## src/logic/drive_cond_pkg.sv

```systemverilog
// Constants for the drive conditioning configuration block
package drive_cond_pkg;
	// Register offsets on the plain register port
	localparam logic [2:0] OFS_OFFSET   = 3'h0;
	localparam logic [2:0] OFS_BLANK    = 3'h1;
	localparam logic [2:0] OFS_SLOPE    = 3'h2;
	localparam logic [2:0] OFS_DEAD     = 3'h3;
	localparam logic [2:0] OFS_PERIPH   = 3'h4;
	// Field positions
	localparam int SLOPE_BYPASS_BIT   = 6;
	localparam int PRI_BYPASS_BIT     = 5;
	localparam int SEC_BYPASS_BIT     = 4;
	// Reset values (documented unknowns are given zero)
	localparam logic [3:0] OFFSET_RESET = 4'h0;
	localparam logic [1:0] BLANK_RESET  = 2'h0;
	localparam logic [6:0] SLOPE_RESET  = 7'h00;
	localparam logic [7:0] DEAD_RESET   = 8'h00;
	localparam logic [1:0] BYPASS_RESET = 2'h0;
	// Timing
	localparam int CLK_PERIOD_PS   = 5000;
	localparam int DEAD_STEP_PS    = 16000;
	localparam int BLANK_50_PS     = 50000;
	localparam int BLANK_100_PS    = 100000;
	localparam int BLANK_200_PS    = 200000;
	localparam int OFFSET_STEP_MV  = 50;
	// Least times round up to whole cycles
	localparam int DEAD_STEP_CYC = (DEAD_STEP_PS + CLK_PERIOD_PS - 1) / CLK_PERIOD_PS;
	localparam int BLANK_50_CYC  = (BLANK_50_PS + CLK_PERIOD_PS - 1) / CLK_PERIOD_PS;
	localparam int BLANK_100_CYC = (BLANK_100_PS + CLK_PERIOD_PS - 1) / CLK_PERIOD_PS;
	localparam int BLANK_200_CYC = (BLANK_200_PS + CLK_PERIOD_PS - 1) / CLK_PERIOD_PS;
	localparam int CNT_W = 7;
endpackage

```

## src/logic/drive_conditioning_config.sv

```systemverilog
// Register file, dead-time insertion and turn-on blanking for the gate drives
//
// The address-and-strobe port and the register addresses were left to the implementer.
`timescale 1ns/1ps
//
// Behaviour
// - Four-bit offset code gives 50 mV per step, 0 to 750 mV.
// - Offset register bits 7-4 read zero; offset field starts unknown (reset here loads zero).
// - Ignore primary sense after turn-on for 50, 100 or 200 ns by code.
// - Blanking code zero gives no blanking at all.
// - Blanking register bits 7-2 read zero; field starts unknown (reset here loads zero).
// - Slope compensation on while bit 6 clear (reset), bypassed when set.
// - Six-bit ramp code N sets rate 4.5 times 1.08 to the N.
// - Dead time only on turn-on edges; primary and secondary independent.
// - Each dead timer enabled only while its bypass bit is clear.
// - Primary turn-on delay from bits 7-4: 16 ns times code plus one (here each step rounds up to 4 cycles, 20 ns).
// - Secondary turn-on delay from bits 3-0, same encoding.
// - Bypass bits at 5 (primary) and 4 (secondary) disable dead time.
module drive_conditioning_config
	import drive_cond_pkg::*;
(
	// Clock and reset
	input  wire logic       clock,
	input  wire logic       reset,
	// Register port
	input  wire logic [2:0] reg_addr,
	input  wire logic [7:0] reg_wdata,
	input  wire logic       reg_write,
	input  wire logic       reg_read,
	output logic      [7:0] reg_rdata,
	// Drive requests from the modulator
	input  wire logic       primary_request,
	input  wire logic       secondary_request,
	// Primary current sense from the comparator
	input  wire logic       primary_sense,
	// Conditioned gate drives
	output logic            primary_drive,
	output logic            secondary_drive,
	// Sense after turn-on blanking
	output logic            primary_sense_gated,
	output logic            turn_on_blanking,
	// Analog settings
	output logic      [3:0] offset_code,
	output logic      [9:0] offset_mv,
	output logic            slope_enable,
	output logic      [5:0] slope_rate_code
);

	// Code 2'b11 unused in all three machines, recovered by default
	typedef enum logic [1:0] {
		DRV_OFF  = 2'b00,
		DRV_DEAD = 2'b01,
		DRV_ON   = 2'b10
	} drive_state_e;

	typedef enum logic [1:0] {
		BLANK_IDLE   = 2'b00,
		BLANK_ACTIVE = 2'b01,
		BLANK_DONE   = 2'b10
	} blank_state_e;

	logic [3:0]       offset_q;
	logic [1:0]       blank_q;
	logic [6:0]       slope_q;
	logic [7:0]       dead_q;
	logic [1:0]       bypass_q;
	logic             preq_q;
	logic             sreq_q;
	logic             prise;
	logic             srise;
	logic [CNT_W-1:0] pcnt_q;
	logic [CNT_W-1:0] scnt_q;
	logic [CNT_W-1:0] bcnt_q;
	logic [CNT_W-1:0] p_len_q;
	logic [CNT_W-1:0] s_len_q;
	logic [CNT_W-1:0] b_len_q;
	logic             p_byp_q;
	logic             s_byp_q;
	drive_state_e     pstate_q;
	drive_state_e     sstate_q;
	blank_state_e     bstate_q;
	logic [7:0]       rdata_q;

	function automatic logic [CNT_W-1:0] dead_cycles(input logic [3:0] code);
		dead_cycles = CNT_W'((int'(code) + 1) * DEAD_STEP_CYC);
	endfunction

	function automatic logic [CNT_W-1:0] blank_cycles(input logic [1:0] code);
		unique case (code)
			2'h0: blank_cycles = CNT_W'(0);
			2'h1: blank_cycles = CNT_W'(BLANK_50_CYC);
			2'h2: blank_cycles = CNT_W'(BLANK_100_CYC);
			2'h3: blank_cycles = CNT_W'(BLANK_200_CYC);
		endcase
	endfunction

	// Write decode shared by every register
	function automatic logic write_hit(input logic strobe, input logic [2:0] addr,
		input logic [2:0] target);
		write_hit = strobe && (addr == target);
	endfunction

	always_ff @(posedge clock) begin
		if (reset) begin
			offset_q <= OFFSET_RESET;
		end else if (write_hit(reg_write, reg_addr, OFS_OFFSET)) begin
			offset_q <= reg_wdata[3:0];
		end
	end

	always_ff @(posedge clock) begin
		if (reset) begin
			blank_q <= BLANK_RESET;
		end else if (write_hit(reg_write, reg_addr, OFS_BLANK)) begin
			blank_q <= reg_wdata[1:0];
		end
	end

	always_ff @(posedge clock) begin
		if (reset) begin
			slope_q <= SLOPE_RESET;
		end else if (write_hit(reg_write, reg_addr, OFS_SLOPE)) begin
			slope_q <= reg_wdata[6:0];
		end
	end

	always_ff @(posedge clock) begin
		if (reset) begin
			dead_q <= DEAD_RESET;
		end else if (write_hit(reg_write, reg_addr, OFS_DEAD)) begin
			dead_q <= reg_wdata;
		end
	end

	always_ff @(posedge clock) begin
		if (reset) begin
			bypass_q <= BYPASS_RESET;
		end else if (write_hit(reg_write, reg_addr, OFS_PERIPH)) begin
			bypass_q <= {reg_wdata[PRI_BYPASS_BIT], reg_wdata[SEC_BYPASS_BIT]};
		end
	end

	// Read data one cycle after the strobe; unmapped reads zero
	always_ff @(posedge clock) begin
		if (reset) begin
			rdata_q <= 8'h00;
		end else if (reg_read) begin
			unique case (reg_addr)
				OFS_OFFSET: rdata_q <= {4'h0, offset_q};
				OFS_BLANK:  rdata_q <= {6'h00, blank_q};
				OFS_SLOPE:  rdata_q <= {1'b0, slope_q};
				OFS_DEAD:   rdata_q <= dead_q;
				OFS_PERIPH: rdata_q <= {2'b00, bypass_q, 4'h0};
				default:    rdata_q <= 8'h00;
			endcase
		end else begin
			rdata_q <= 8'h00;
		end
	end
	assign reg_rdata = rdata_q;

	always_ff @(posedge clock) begin
		if (reset) begin
			preq_q <= 1'b0;
		end else begin
			preq_q <= primary_request;
		end
	end

	always_ff @(posedge clock) begin
		if (reset) begin
			sreq_q <= 1'b0;
		end else begin
			sreq_q <= secondary_request;
		end
	end

	// History resets low, matching the idle request level
	assign prise = primary_request & ~preq_q;
	assign srise = secondary_request & ~sreq_q;

	always_ff @(posedge clock) begin
		if (reset) begin
			p_len_q <= '0;
			p_byp_q <= 1'b0;
		end else if (prise) begin
			p_len_q <= dead_cycles(dead_q[7:4]);
			p_byp_q <= bypass_q[1];
		end
	end

	always_ff @(posedge clock) begin
		if (reset) begin
			b_len_q <= '0;
		end else if (prise) begin
			b_len_q <= blank_cycles(blank_q);
		end
	end

	// secondary settings at its cycle start
	always_ff @(posedge clock) begin
		if (reset) begin
			s_len_q <= '0;
			s_byp_q <= 1'b0;
		end else if (srise) begin
			s_len_q <= dead_cycles(dead_q[3:0]);
			s_byp_q <= bypass_q[0];
		end
	end

	// primary dead counter restarts on rise
	always_ff @(posedge clock) begin
		if (reset) begin
			pcnt_q <= '0;
		end else if (!primary_request || prise) begin
			pcnt_q <= '0;
		end else if (pcnt_q != p_len_q) begin
			pcnt_q <= pcnt_q + 1'b1;
		end
	end

	// secondary dead counter restarts on rise
	always_ff @(posedge clock) begin
		if (reset) begin
			scnt_q <= '0;
		end else if (!secondary_request || srise) begin
			scnt_q <= '0;
		end else if (scnt_q != s_len_q) begin
			scnt_q <= scnt_q + 1'b1;
		end
	end

	always_ff @(posedge clock) begin
		if (reset) begin
			pstate_q <= DRV_OFF;
		end else if (!primary_request) begin
			pstate_q <= DRV_OFF;
		end else begin
			unique case (pstate_q)
				DRV_OFF: begin
					pstate_q <= DRV_DEAD;
				end
				// dead timer used only when not bypassed
				DRV_DEAD: begin
					if (p_byp_q || pcnt_q + 1'b1 >= p_len_q) begin
						pstate_q <= DRV_ON;
					end
				end
				DRV_ON: begin
					pstate_q <= DRV_ON;
				end
				default: begin
					pstate_q <= DRV_OFF;
				end
			endcase
		end
	end

	always_ff @(posedge clock) begin
		if (reset) begin
			sstate_q <= DRV_OFF;
		end else if (!secondary_request) begin
			sstate_q <= DRV_OFF;
		end else begin
			unique case (sstate_q)
				DRV_OFF: begin
					sstate_q <= DRV_DEAD;
				end
				// dead timer used only when not bypassed
				DRV_DEAD: begin
					if (s_byp_q || scnt_q + 1'b1 >= s_len_q) begin
						sstate_q <= DRV_ON;
					end
				end
				DRV_ON: begin
					sstate_q <= DRV_ON;
				end
				default: begin
					sstate_q <= DRV_OFF;
				end
			endcase
		end
	end

	// Bypass still waits one cycle; a state bit drives the gate, glitch free
	assign primary_drive   = pstate_q[1];
	assign secondary_drive = sstate_q[1];

	always_ff @(posedge clock) begin
		if (reset) begin
			bstate_q <= BLANK_IDLE;
			bcnt_q   <= '0;
		end else if (!primary_drive) begin
			bstate_q <= BLANK_IDLE;
			bcnt_q   <= '0;
		end else begin
			unique case (bstate_q)
				BLANK_IDLE: begin
					bcnt_q   <= CNT_W'(1);
					bstate_q <= (CNT_W'(1) < b_len_q) ? BLANK_ACTIVE : BLANK_DONE;
				end
				BLANK_ACTIVE: begin
					bcnt_q   <= bcnt_q + 1'b1;
					bstate_q <= (bcnt_q + 1'b1 < b_len_q) ? BLANK_ACTIVE : BLANK_DONE;
				end
				BLANK_DONE: begin
					bstate_q <= BLANK_DONE;
				end
				default: begin
					bstate_q <= BLANK_IDLE;
				end
			endcase
		end
	end

	assign turn_on_blanking    = primary_drive && (b_len_q != '0) && (bstate_q != BLANK_DONE);
	assign primary_sense_gated = primary_sense & ~turn_on_blanking;

	// offset code and value in mV
	assign offset_code = offset_q;
	assign offset_mv   = 10'(int'(offset_q) * OFFSET_STEP_MV);
	assign slope_enable    = ~slope_q[SLOPE_BYPASS_BIT];
	// code drives the exponential ramp DAC
	assign slope_rate_code = slope_q[5:0];

endmodule

```

## config.mk

```make
export PLATFORM = sky130hd
export DESIGN_NAME = drive_conditioning_config
export DESIGN_NICKNAME = d
export VERILOG_FILES = /design/src/logic/drive_cond_pkg.sv /design/src/logic/drive_conditioning_config.sv
export SDC_FILE = /design/constraint.sdc
export NUM_CORES = 1
export LEC_CHECK = 0
export BUFFER_PORTS_ARGS = -buffer_cell sky130_fd_sc_hd__buf_2
export CAP_MARGIN = 20
export CORE_ASPECT_RATIO = 0.8
export CORE_MARGIN = 2
export CORE_UTILIZATION = 55
export CTS_CLUSTER_DIAMETER = 80
export CTS_CLUSTER_SIZE = 8
export DETAILED_ROUTE_END_ITERATION = 10
export GPL_ROUTABILITY_DRIVEN = 0
export PLACE_DENSITY = 0.8
export SKIP_CTS_REPAIR_TIMING = 1
export SYNTH_ARGS = -nofsm -noshare
export SYNTH_HDL_FRONTEND = slang
export SYNTH_SLANG_ARGS = --single-unit
```

## constraint.sdc

```tcl
create_clock -name clock -period 6.2 [get_ports clock]
set_clock_uncertainty 0.2 [all_clocks]
set_input_delay 0.31 -clock clock [delete_from_list [all_inputs] [get_ports clock]]
set_output_delay 0.31 -clock clock [all_outputs]
set_load 0.01 [all_outputs]
```

==> results of run 1 <==
-- worst max-delay path, stage by stage (launching register included) --
cell and delay (ns):
sky130_fd_sc_hd__dfxtp_1 0.42, sky130_fd_sc_hd__ha_1 0.27, sky130_fd_sc_hd__ha_1 0.22, sky130_fd_sc_hd__fa_1 0.42
sky130_fd_sc_hd__a21oi_1 0.21, sky130_fd_sc_hd__xnor2_1 0.16, sky130_fd_sc_hd__buf_2 0.16
-- cell usage in the layout, fill, tap and decap left out, types with 5 or more instances in the layout --
cell type                   n
sky130_fd_sc_hd__dfxtp_1   76
sky130_fd_sc_hd__xor2_1    24
sky130_fd_sc_hd__ha_1      36
sky130_fd_sc_hd__nand2_1   46
sky130_fd_sc_hd__buf_2     49
sky130_fd_sc_hd__nand3_1    8
sky130_fd_sc_hd__a211oi_1   5
sky130_fd_sc_hd__a21oi_1   27
sky130_fd_sc_hd__clkbuf_8   9
sky130_fd_sc_hd__nor2_1    68
sky130_fd_sc_hd__nor2b_1    7
sky130_fd_sc_hd__and3_1    12
sky130_fd_sc_hd__mux2i_1   21
sky130_fd_sc_hd__inv_1     29
sky130_fd_sc_hd__o21ai_0   21
sky130_fd_sc_hd__nand2b_1   8
sky130_fd_sc_hd__a22oi_1    5
sky130_fd_sc_hd__xnor2_1   19
-- registers in the layout, summed over array words and instances (netlist names), 2 cells and up --
signal / count
bcnt_q: 7
blank_q: 2
dead_q: 8
slope_q: 7
bypass_q: 2
pcnt_q: 7
pstate_q: 2
bstate_q: 2
scnt_q: 7
offset_code: 4
reg_rdata: 8
b_len_q: 4
s_len_q: 5
sstate_q: 2
p_len_q: 5
-- worst max path at each step --
stage                     slack, ns                  endpoint                         from  cells past startpoint
after CTS                      3.46              offset_mv[9]  offset_code[0]$_SDFFE_PP0P_                      6
after detailed placement       3.78  sstate_q[1]$_SDFFE_PP0P_       scnt_q[0]$_SDFFE_PP0P_                     10
final                          3.49              offset_mv[9]  offset_code[1]$_SDFFE_PP0P_                      6
after floorplan                3.93  pstate_q[0]$_SDFFE_PP0P_       pcnt_q[0]$_SDFFE_PP0P_                     10
after global placement         3.86  sstate_q[0]$_SDFFE_PP0P_       scnt_q[0]$_SDFFE_PP0P_                     10
after global routing           3.34              offset_mv[9]  offset_code[0]$_SDFFE_PP0P_                      6
-- through the flow --
step                      power [mW]  hold slack [ns]
after floorplan               0.5725           0.2367
after global placement        0.5910           0.2616
final                         0.9900          0.02373
after CTS                      1.002         0.008950
after global routing           1.037          0.01692
after detailed placement      0.5943           0.2651
-- cells by family (layout without fill, tap and decap cells) --
group                    Yosys count  count (layout)
other                              1               1
AO/OA/AOI/OAI                     70              70
multiplexers                      25              25
XOR/XNOR                          43              43
adder cells (fa/ha/maj)           37              37
flip-flops                        76              76
buffers and inverters             52              94
AND/OR/NAND/NOR                  166             166
-- power by group --
| group | total (mW) | leakage [nW] | switching (mW) | internal, mW |
|---|---|---|---|---|
| Sequential | 0.507 | 0.615 | 0.00961 | 0.497 |
| Combinational | 0.0763 | 1.24 | 0.0458 | 0.0305 |
| Clock | 0.407 | 0.102 | 0.180 | 0.227 |
-- area by class of cell --
type,count,area [sq um],area share
timing repair buffer,49,245.2,0.05450
clock buffer,10,127.6,0.02836
clock inverter,6,88.84,0.01974
tap,90,112.6,0.02503
sequential,76,1521,0.3382
multi-input combinational,342,2295,0.5100
inverter,29,108.9,0.02419
-- Yosys cell counts (all sizes together), types with 3 or more instances --
cell / instances
buf: 14
and3: 13
inv: 29
ha: 36
xor2: 24
a31oi: 4
a22oi: 6
nand2b: 8
dfxtp: 76
nor3: 3
o21ai: 21
xnor2: 19
nor2: 69
a211oi: 5
mux2i: 21
nor2b: 7
nand3: 9
nand2: 46
clkbuf: 9
nand4: 4
a21oi: 27
-- metal layers --
| metal | part of all wire | track usage |
|---|---|---|
| met2 | 0.48 | 0.3644 |
| met4 | 0.017 | 0.07260 |
| met1 | 0.45 | 0.2661 |
| met3 | 0.050 | 0.05336 |
| met5 | 0 | 0 |
==> summary.txt, run 1 <==
Layout
  • N_diodes: 0
  • Area growth from synthesis to final layout: 10.65%
  • Final-stage net count: between 500 and 600
  • Fraction of layout cells with a size suffix above 1: 0.1445
  • Cell Count, Final, Fillers Out: 602
  • Area of all placed cells without fillers: ~4500 sq um
  • Post-route core utilization: 0.6174
  • Filler instances: ~640

Timing
  • Aggregate negative setup slack: 0 ns
  • Fraction of the cycle the final worst path needs: 0.4371
  • Highest attainable clock frequency: roughly 370 MHz
  • Transition time at the pin with the least slew margin: ~0.76 ns
  • Final setup violation count: 0
  • Worst slew margin relative to its limit: 0.4913
  • RSZ-0062 raised after global routing: false
  • Final hold violation count: 0
  • Final slew viol count: 0
  • Final Worst Setup Slack: 3.490 ns
  • Min Tclk post-route: 2.710 ns

Synth
  • Largest area contributor in the synthesized netlist: sky130_fd_sc_hd__dfxtp_1
  • EDFF count, synth: 0
  • Top cell type's share of synthesized area: 0.3742
  • Synthesized area divided by synthesized cell count: between 8 and 9 sq um
  • Top area cells in the synthesized netlist: sky130_fd_sc_hd__dfxtp_1, sky130_fd_sc_hd__ha_1, sky130_fd_sc_hd__nor2_1, sky130_fd_sc_hd__mux2i_1, sky130_fd_sc_hd__xor2_1
  • Synthesized Nets: 525
  • Xor/xnor share of the synthesized area: 0.09262
  • Adder-cell area share of the yosys netlist: 0.1157
  • Dominant combinational cell family by area after synthesis: simple AND/OR/NAND/NOR gates
  • Multiplexer share of the synthesized area: 0.06831
  • Async S/R FF share, synth: 0
  • Synthesized flop and latch total: 76
  • Cell area after technology mapping: between 4000 and 5000 sq um
  • Number of warnings issued by yosys: 0
  • Synth Area in Simple Gates: 0.1862
  • Distinct cell type count of the synthesized netlist: 44
  • Synthesized-area fraction occupied by ao, oa, aoi and oai cells: 0.1006
  • Dominant synthesized flop cell: sky130_fd_sc_hd__dfxtp_1
  • Sequential area share after synthesis: 0.3742
  • Cell count after synthesis: 470

Outcome
  • Result of the run: completed

Setup path
  • Kind of end point of the critical path: primary output
  • CP arrival: 2.20 ns
  • Internal reg-to-reg setup slack: 3.75 ns
  • Launch point of the worst reg-to-reg path: scnt_q[0]$_SDFFE_PP0P_
  • Worst Setup Path Type: reg -> out
  • R2r endpoint: sstate_q[1]$_SDFFE_PP0P_
  • CP required: roughly 5.7 ns
  • Path depth of the worst reg2reg path: 10
  • Category of the worst setup path launch point: flop
  • CP Max Fanout: 6

Route
  • Starting DRC count in detailed routing: between 100 and 150
  • Post-detailed-route DRC marker count: 0
  • Detail-routed via count per cell: about 5.3
  • Total via count in the routed design: ~3,200
  • ANT nets after route: 0
  • Drt pass-1 iters: 4
  • Overall routed net length: around 7800 um
  • Average routed wire per standard cell: 13.02 um

Die
  • X dimension of the die: around 100 um
  • Die outline area: 8101 sq um
  • Boundary pin count: 51
  • Site Rows: 28
  • Starting density of the core: 0.5580
  • Overall die height: around 81 um
  • Core Region: ~7300 sq um

CTS
  • Clock tree from TritonCTS: yes
  • CTS Buffer Depth: 2
  • Clk Tree Root Cell: sky130_fd_sc_hd__clkbuf_8
  • H-Tree Level Count: 3
  • Cts bufs inserted: 9
  • Clock slew at the register clock pins of the worst setup and hold paths: roughly 0.08 ns
  • Worst skew pair latency: ~0.35 ns
  • Total clock sinks: between 70 and 80

Global route
  • Antenna violations before repair: 0
  • Overflow after GRT: 0
  • Via count of the first global-routing pass: between 3,000 and 4,000
  • Largest net degree at the start of global routing: 44
  • Total Routing Usage GR: 0.2138
  • Wire length of the first global-routing pass: roughly 14,000 um

Run
  • Max-capacitance violation count: 0

Power and ir drop
  • Worst vdd rail ir drop: roughly 0.14 mV
  • Pwr Density: between 200 and 250 nW/um^2
  • Leak Pwr: just under 2 nW

Place
  • Count of input and output buffers: between 40 and 50
  • Post-detail-place hpwl: just under 6000 um
  • Placed cell count: between 500 and 600
  • Placed standard-cell area: around 4300 sq um
  • Worst slack after detailed placement: between 3 and 4 ns

Min path
  • Hold Crit Endpoint: dead_q[6]$_SDFFE_PP0P_
  • Startpoint of the worst hold path: reg_wdata[6]
  • Cell count of the worst hold path: 3
  • HP Class: in -> reg
Note: power is estimated with default switching activity, not from simulation.
==> run 2, diff against run 1 <==
Settings changed: ABC_AREA from default to 1.
Clock period 6.2 ns to 2.6 ns, I/O delays scaled along.
==> summary.txt, run 2 <==
Route
  • ANT nets after route: 0 (unchanged)
  • Drt pass-1 iters: 5 (was 4)
  • Detail-routed via count per cell: 5.331 (was 5.336)
  • Overall routed net length: 9189 um (was 7838 um)
  • Total via count in the routed design: 3,625 (was 3,212)
  • Post-detailed-route DRC marker count: 0 (unchanged)
  • Starting DRC count in detailed routing: 150 (was 110)
  • Average routed wire per standard cell: 13.51 um (was 13.02 um)

Die
  • Starting density of the core: 0.5763 (was 0.5580)
  • Boundary pin count: 51 (unchanged)
  • Overall die height: 80.57 um (was 80.91 um)
  • X dimension of the die: 99.71 um (was 100.1 um)
  • Die outline area: 8033 sq um (was 8101 sq um)
  • Core Region: 6993 sq um (was 7287 sq um)
  • Site Rows: 27 (was 28)

CTS
  • Clock slew at the register clock pins of the worst setup and hold paths: 0.08 ns (about the same)
  • Cts bufs inserted: 9 (unchanged)
  • Worst skew pair latency: 0.36 ns (was 0.35 ns)
  • CTS Buffer Depth: 2 (unchanged)
  • Total clock sinks: 76 (unchanged)
  • Clock tree from TritonCTS: yes (unchanged)
  • Clk Tree Root Cell: sky130_fd_sc_hd__clkbuf_8 (unchanged)
  • H-Tree Level Count: 3 (unchanged)

Synth
  • Largest area contributor in the synthesized netlist: sky130_fd_sc_hd__dfxtp_1 (unchanged)
  • Top area cells in the synthesized netlist: sky130_fd_sc_hd__dfxtp_1, sky130_fd_sc_hd__ha_1, sky130_fd_sc_hd__inv_1, sky130_fd_sc_hd__a21oi_1, sky130_fd_sc_hd__nand2_1 (was sky130_fd_sc_hd__dfxtp_1, sky130_fd_sc_hd__ha_1, sky130_fd_sc_hd__nor2_1, sky130_fd_sc_hd__mux2i_1, sky130_fd_sc_hd__xor2_1)
  • Sequential area share after synthesis: 0.3775 (was 0.3742)
  • Synthesized flop and latch total: 76 (unchanged)
  • Cell count after synthesis: 527 (was 470)
  • Top cell type's share of synthesized area: 0.3775 (was 0.3742)
  • Async S/R FF share, synth: 0 (unchanged)
  • Synthesized area divided by synthesized cell count: 7.647 sq um (was 8.652 sq um)
  • EDFF count, synth: 0 (unchanged)
  • Distinct cell type count of the synthesized netlist: 30 (was 44)
  • Synthesized Nets: 582 (was 525)
  • Top cells by instance count after synthesis: sky130_fd_sc_hd__dfxtp_1, sky130_fd_sc_hd__inv_1, sky130_fd_sc_hd__nand2_1, sky130_fd_sc_hd__nor2_1, sky130_fd_sc_hd__a21oi_1 (was sky130_fd_sc_hd__dfxtp_1, sky130_fd_sc_hd__nor2_1, sky130_fd_sc_hd__nand2_1, sky130_fd_sc_hd__ha_1, sky130_fd_sc_hd__inv_1)
  • Most used standard cell by instance count after synthesis: sky130_fd_sc_hd__dfxtp_1 (unchanged)
  • Dominant synthesized flop cell: sky130_fd_sc_hd__dfxtp_1 (unchanged)
  • Cell area after technology mapping: 4030 sq um (was 4066 sq um)
  • Number of warnings issued by yosys: 0 (unchanged)

Layout
  • Most used cells in the layout excluding fill and tap cells: sky130_fd_sc_hd__inv_1, sky130_fd_sc_hd__nand2_1, sky130_fd_sc_hd__dfxtp_1 (was sky130_fd_sc_hd__dfxtp_1, sky130_fd_sc_hd__nor2_1, sky130_fd_sc_hd__buf_2)
  • Area used by sequential logic in the layout: 1544 sq um (was 1521 sq um)
  • Fraction of layout cells with a size suffix above 1: 0.1501 (was 0.1445)
  • Final-stage net count: 643 (was 562)
  • N_diodes: 0 (unchanged)
  • Area growth from synthesis to final layout: 18.69% (was 10.65%)
  • Filler instances: 565 (was 639)
  • Cell Count, Final, Fillers Out: 680 (was 602)
  • Area of all placed cells without fillers: 4783 sq um (was 4499 sq um)
  • Leading cell type in the layout, fill and taps excluded: sky130_fd_sc_hd__inv_1 (was sky130_fd_sc_hd__dfxtp_1)
  • Footprint of the multi-input gates: 2165 sq um (was 2295 sq um)

Timing
  • Worst slew margin relative to its limit: 0.5193 (was 0.4913)
  • Highest attainable clock frequency: a little over 400 MHz
  • Min Tclk post-route: 2.447 ns
  • Final setup violation count: 0 (unchanged)
  • Final Worst Setup Slack: 0.1529 ns (was 3.490 ns)
  • Transition time at the pin with the least slew margin: 0.7202 ns (was 0.7630 ns)
  • Final slew viol count: 0 (unchanged)
  • Fraction of the cycle the final worst path needs: 0.9412
  • RSZ-0062 raised after global routing: true (was false)
  • Final hold violation count: 1 (was 0)
  • Hold slack final: -0.001485 ns (was 0.02373 ns)

Place
  • Count of input and output buffers: 49 (unchanged)
  • Post-detail-place hpwl: 6296 um (was 5967 um)
  • Placed standard-cell area: 4255 sq um (was 4283 sq um)
  • Placed cell count: 643 (was 586)
  • Worst slack after detailed placement: 0.06094 ns (was 3.777 ns)

Global route
  • Antenna violations before repair: 0 (unchanged)
  • Overflow after GRT: 0 (unchanged)
  • Total Routing Usage GR: 0.2292 (was 0.2138)
  • Wire length of the first global-routing pass: 14,570 um (was 13,890 um)
  • Via count of the first global-routing pass: 3,249 (was 3,133)
  • Largest net degree at the start of global routing: 30 (was 44)

Setup path
  • CP Max Fanout: 6 (unchanged)
  • Category of the worst setup path launch point: flop (unchanged)
  • Worst Setup Path Type: reg -> out (unchanged)
  • CP required: 2.27 ns (was 5.69 ns)
  • CP arrival: 2.12 ns (was 2.20 ns)
  • Kind of end point of the critical path: primary output (unchanged)

Power and ir drop
  • Pwr Density: 535.9 nW/um^2 (was 220.0 nW/um^2)
  • Worst vdd rail ir drop: 0.3182 mV (was 0.1396 mV)
  • Leak Pwr: 2.260 nW (was 1.960 nW)
  • Total power of the final layout: 2.563 mW (was 0.9900 mW)

Min path
  • HP Class: in -> reg (unchanged)

Run
  • Max-capacitance violation count: 0 (unchanged)

Outcome
  • Failing checks: negative hold slack
  • Result of the run: finished with violations (was completed)
[run 2: cell types whose count changed in the layout (fill, tap and decap cells not counted), sizes merged, moves of 8 or more]
cell         before  now
a21oi            27   56
and3             13    0
dlygate4sd3       0   19
inv              29   78
mux2i            21    0
nand2            46   70
nand2b            8    0
nand3             9   27
nor2             69   58
nor3              3   11
o21ai            21   40
xnor2            19    7
[run 2: power by group]
part	switching, mW	total [mW]	internal, mW
clock network	0.464	1.01	0.551
registers	0.0364	1.23	1.20
logic	0.191	0.314	0.123
[run 2: final cells by class]
cell class / instances / share of cell area
Inverter: 76 / 0.05964
Tap cell: 87 / 0.02276
Timing Repair Buffer: 71 / 0.09574
Multi-Input combinational cell: 354 / 0.4525
Clock inverter: 6 / 0.01988
Sequential cell: 76 / 0.3228
Clock buffer: 10 / 0.02668
[run 2: logic make-up (layout without fill, tap and decap cells)]
| group | count (synthesis) | after routing | share of synthesized area |
|---|---|---|---|
| compound gates | 110 | 110 | 0.1453 |
| buf+inv | 97 | 163 | 0.1046 |
| xor+xnor | 30 | 30 | 0.06520 |
| simple gates | 176 | 176 | 0.1897 |
| flops | 76 | 76 | 0.3775 |
| other cells | 1 | 1 | 0.0009305 |
| fa+ha+maj | 37 | 37 | 0.1167 |
[run 2: final timing paths]
kind / slack, ns / start / cells after the start / end
setup / recovery: 0.15 / offset_code[0]$_SDFFE_PP0P_ / 6 / offset_mv[9]
hold / removal: -0.001 / reg_addr[0] / 3 / blank_q[1]$_SDFFE_PP0P_
setup reg to reg: 0.19 / scnt_q[0]$_SDFFE_PP0P_ / 13 / sstate_q[0]$_SDFFE_PP0P_
hold reg to reg: 0.23 / bstate_q[0]$_SDFF_PP0_ / 1 / bstate_q[1]$_SDFF_PP0_
[run 2: per-stage QoR]
stage / utilization / TNS [ns]
final: 0.6840 / 0
after global routing: 0.6840 / -0.02284
after CTS: 0.6404 / 0
after detailed placement: 0.6085 / 0
after global placement: 0.6085 / 0
after floorplan: - / 0
[run 2: critical path, stage by stage (launching register included)]
cell and delay [ns]:
sky130_fd_sc_hd__dfxtp_2 0.36, sky130_fd_sc_hd__ha_1 0.30, sky130_fd_sc_hd__ha_1 0.23, sky130_fd_sc_hd__fa_1 0.42, sky130_fd_sc_hd__a21oi_1 0.18, sky130_fd_sc_hd__xnor2_1 0.12
sky130_fd_sc_hd__buf_2 0.14
[run 2: metal layers]
| layer | vias to the layer above | GRT usage | share of wire |
|---|---|---|---|
| li1 | 1831 | - | - |
| met1 | 1680 | 0.2876 | 0.44 |
| met2 | 98 | 0.3743 | 0.49 |
| met3 | 16 | 0.06353 | 0.054 |
| met4 | 0 | 0.09178 | 0.018 |
| met5 | - | 0 | 0 |
==> run 3, diff against run 2 <==
Settings changed: CTS_BUF_LIST from default to sky130_fd_sc_hd__clkbuf_2 sky130_fd_sc_hd__clkbuf_4 sky130_fd_sc_hd__clkbuf_8.
==> summary.txt, run 3 (same netlist as run 2, synthesis figures left out) <==
Min path
  • Startpoint of the worst hold path: reg_addr[0] (unchanged)
  • HP Class: in -> reg (unchanged)

Place
  • Placed standard-cell area: 4255 sq um (unchanged)
  • Post-detail-place hpwl: 6296 um (unchanged)
  • Count of input and output buffers: 49 (unchanged)
  • Worst slack after detailed placement: 0.06094 ns (unchanged)

Outcome
  • Result of the run: completed (was finished with violations)

Setup path
  • CP arrival: 2.12 ns (about the same)
  • Kind of end point of the critical path: primary output (unchanged)
  • Category of the worst setup path launch point: flop (unchanged)
  • Beginning of the critical path: offset_code[0]$_SDFFE_PP0P_ (unchanged)
  • Launch point of the worst reg-to-reg path: scnt_q[0]$_SDFFE_PP0P_ (unchanged)
  • Worst Setup Path Type: reg -> out (unchanged)
  • CP required: 2.27 ns (about the same)
  • CP Max Fanout: 6 (unchanged)

Timing
  • Final hold violation count: 0 (was 1)
  • Final slew viol count: 0 (unchanged)
  • Min Tclk post-route: 2.452 ns (was 2.447 ns)
  • Final Worst Setup Slack: 0.1475 ns (was 0.1529 ns)
  • Transition time at the pin with the least slew margin: 0.7132 ns (was 0.7202 ns)
  • Fraction of the cycle the final worst path needs: 0.9433 (was 0.9412)
  • Aggregate negative setup slack: 0 ns (unchanged)
  • Worst slew margin relative to its limit: 0.5240 (was 0.5193)
  • RSZ-0062 raised after global routing: true (unchanged)
  • Final setup violation count: 0 (unchanged)
  • Hold slack final: 0.002685 ns (was -0.001485 ns)
  • Highest attainable clock frequency: 407.8 MHz (was 408.6 MHz)

Route
  • Overall routed net length: 9174 um (was 9189 um)
  • Routed met1 length: 4058 um (was 4032 um)
  • ANT nets after route: 0 (unchanged)
  • Detail-routed via count per cell: 5.319 (was 5.331)
  • Met2 Wirelength: 4472 um (was 4495 um)
  • Top sig layer: met4 (unchanged)
  • Total via count in the routed design: 3,617 (was 3,625)
  • Starting DRC count in detailed routing: 150 (unchanged)
  • Average routed wire per standard cell: 13.49 um (was 13.51 um)
  • Drt pass-1 iters: 6 (was 5)
  • Length of routed met3 wiring: 474 um (was 498 um)
  • Post-detailed-route DRC marker count: 0 (unchanged)

Global route
  • Via count of the first global-routing pass: 3,249 (unchanged)
  • Largest net degree at the start of global routing: 30 (unchanged)
  • Wire length of the first global-routing pass: 14,570 um (unchanged)
  • Overflow after GRT: 0 (unchanged)
  • Antenna violations before repair: 0 (unchanged)
  • Total Routing Usage GR: 0.2292 (unchanged)

CTS
  • Total clock sinks: 76 (unchanged)
  • Clock slew at the register clock pins of the worst setup and hold paths: 0.08 ns (about the same)
  • H-Tree Level Count: 3 (unchanged)
  • Cts bufs inserted: 9 (unchanged)
  • Worst skew pair latency: 0.36 ns (about the same)
  • CTS Buffer Depth: 2 (unchanged)
  • Clock tree from TritonCTS: yes (unchanged)
  • Clk Tree Root Cell: sky130_fd_sc_hd__clkbuf_8 (unchanged)

Layout
  • Leading cell type in the layout, fill and taps excluded: sky130_fd_sc_hd__inv_1 (unchanged)
  • Area of all placed cells without fillers: 4787 sq um (was 4783 sq um)
  • Fraction of layout cells with a size suffix above 1: 0.1518 (was 0.1501)
  • Filler instances: 565 (unchanged)
  • Area growth from synthesis to final layout: 18.78% (was 18.69%)
  • Most used cells in the layout excluding fill and tap cells: sky130_fd_sc_hd__inv_1, sky130_fd_sc_hd__nand2_1, sky130_fd_sc_hd__dfxtp_1 (unchanged)
  • Final-stage net count: 643 (unchanged)
  • N_diodes: 0 (unchanged)

Die
  • Core Region: 6993 sq um (unchanged)
  • X dimension of the die: 99.71 um (unchanged)
  • Overall die height: 80.57 um (unchanged)
  • Starting density of the core: 0.5763 (unchanged)
  • Site Rows: 27 (unchanged)
  • Die outline area: 8033 sq um (unchanged)
  • Boundary pin count: 51 (unchanged)

Power and ir drop
  • Worst vdd rail ir drop: 0.3186 mV (was 0.3182 mV)
  • Pwr Density: 537.8 nW/um^2 (was 535.9 nW/um^2)
  • Total power of the final layout: 2.575 mW (was 2.563 mW)
  • Leak Pwr: 2.263 nW (was 2.260 nW)

Run
  • Max-capacitance violation count: 0 (unchanged)
[run 3: cell types whose count changed in the layout (fill, tap and decap cells not counted)]
cell,change
sky130_fd_sc_hd__clkbuf_1,-1
sky130_fd_sc_hd__clkbuf_4,+1
[run 3: cell type report]
type                            count  area (sq um)  area share
Clock buffer                       10         131.4     0.02744
Clock inverter                      6         95.09     0.01986
Timing Repair Buffer               71         457.9     0.09566
Tap cell                           87         108.9     0.02274
Multi-Input combinational cell    354          2165      0.4522
Inverter                           76         285.3     0.05959
Sequential cell                    76          1544      0.3225
[run 3: path summary, 6_finish.rpt]
check | endpoint | slack (ns) | cells after the start
min reg2reg | bstate_q[1]$_SDFF_PP0_ | 0.23 | 1
min | blank_q[1]$_SDFFE_PP0P_ | 0.003 | 3
max reg2reg | sstate_q[0]$_SDFFE_PP0P_ | 0.19 | 13
max | offset_mv[9] | 0.15 | 6
[run 3: routing by layer]
layer / vias to the layer above / global-route usage
met5: - / 0
met4: 0 / 0.09178
met3: 18 / 0.06353
met2: 109 / 0.3743
met1: 1659 / 0.2876
li1: 1831 / -
[run 3: where the power goes]
group	switching (mW)	total (mW)	internal (mW)
clock	0.465	1.03	0.561
sequential	0.0364	1.23	1.20
combinational	0.191	0.314	0.123
total	0.693	2.57	1.88
[run 3: critical path, cell delays in order, from the launching register on]
cell,delay (ns)
sky130_fd_sc_hd__dfxtp_2,0.36
sky130_fd_sc_hd__ha_1,0.30
sky130_fd_sc_hd__ha_1,0.23
sky130_fd_sc_hd__fa_1,0.42
sky130_fd_sc_hd__a21oi_1,0.18
sky130_fd_sc_hd__xnor2_1,0.12
sky130_fd_sc_hd__buf_2,0.14
[run 3: through the flow]
stage                       util  instances
final                     0.6846        680
after global routing      0.6846        680
after CTS                 0.6409        659
after detailed placement  0.6085        643
after global placement    0.6085        643
after floorplan                -        527
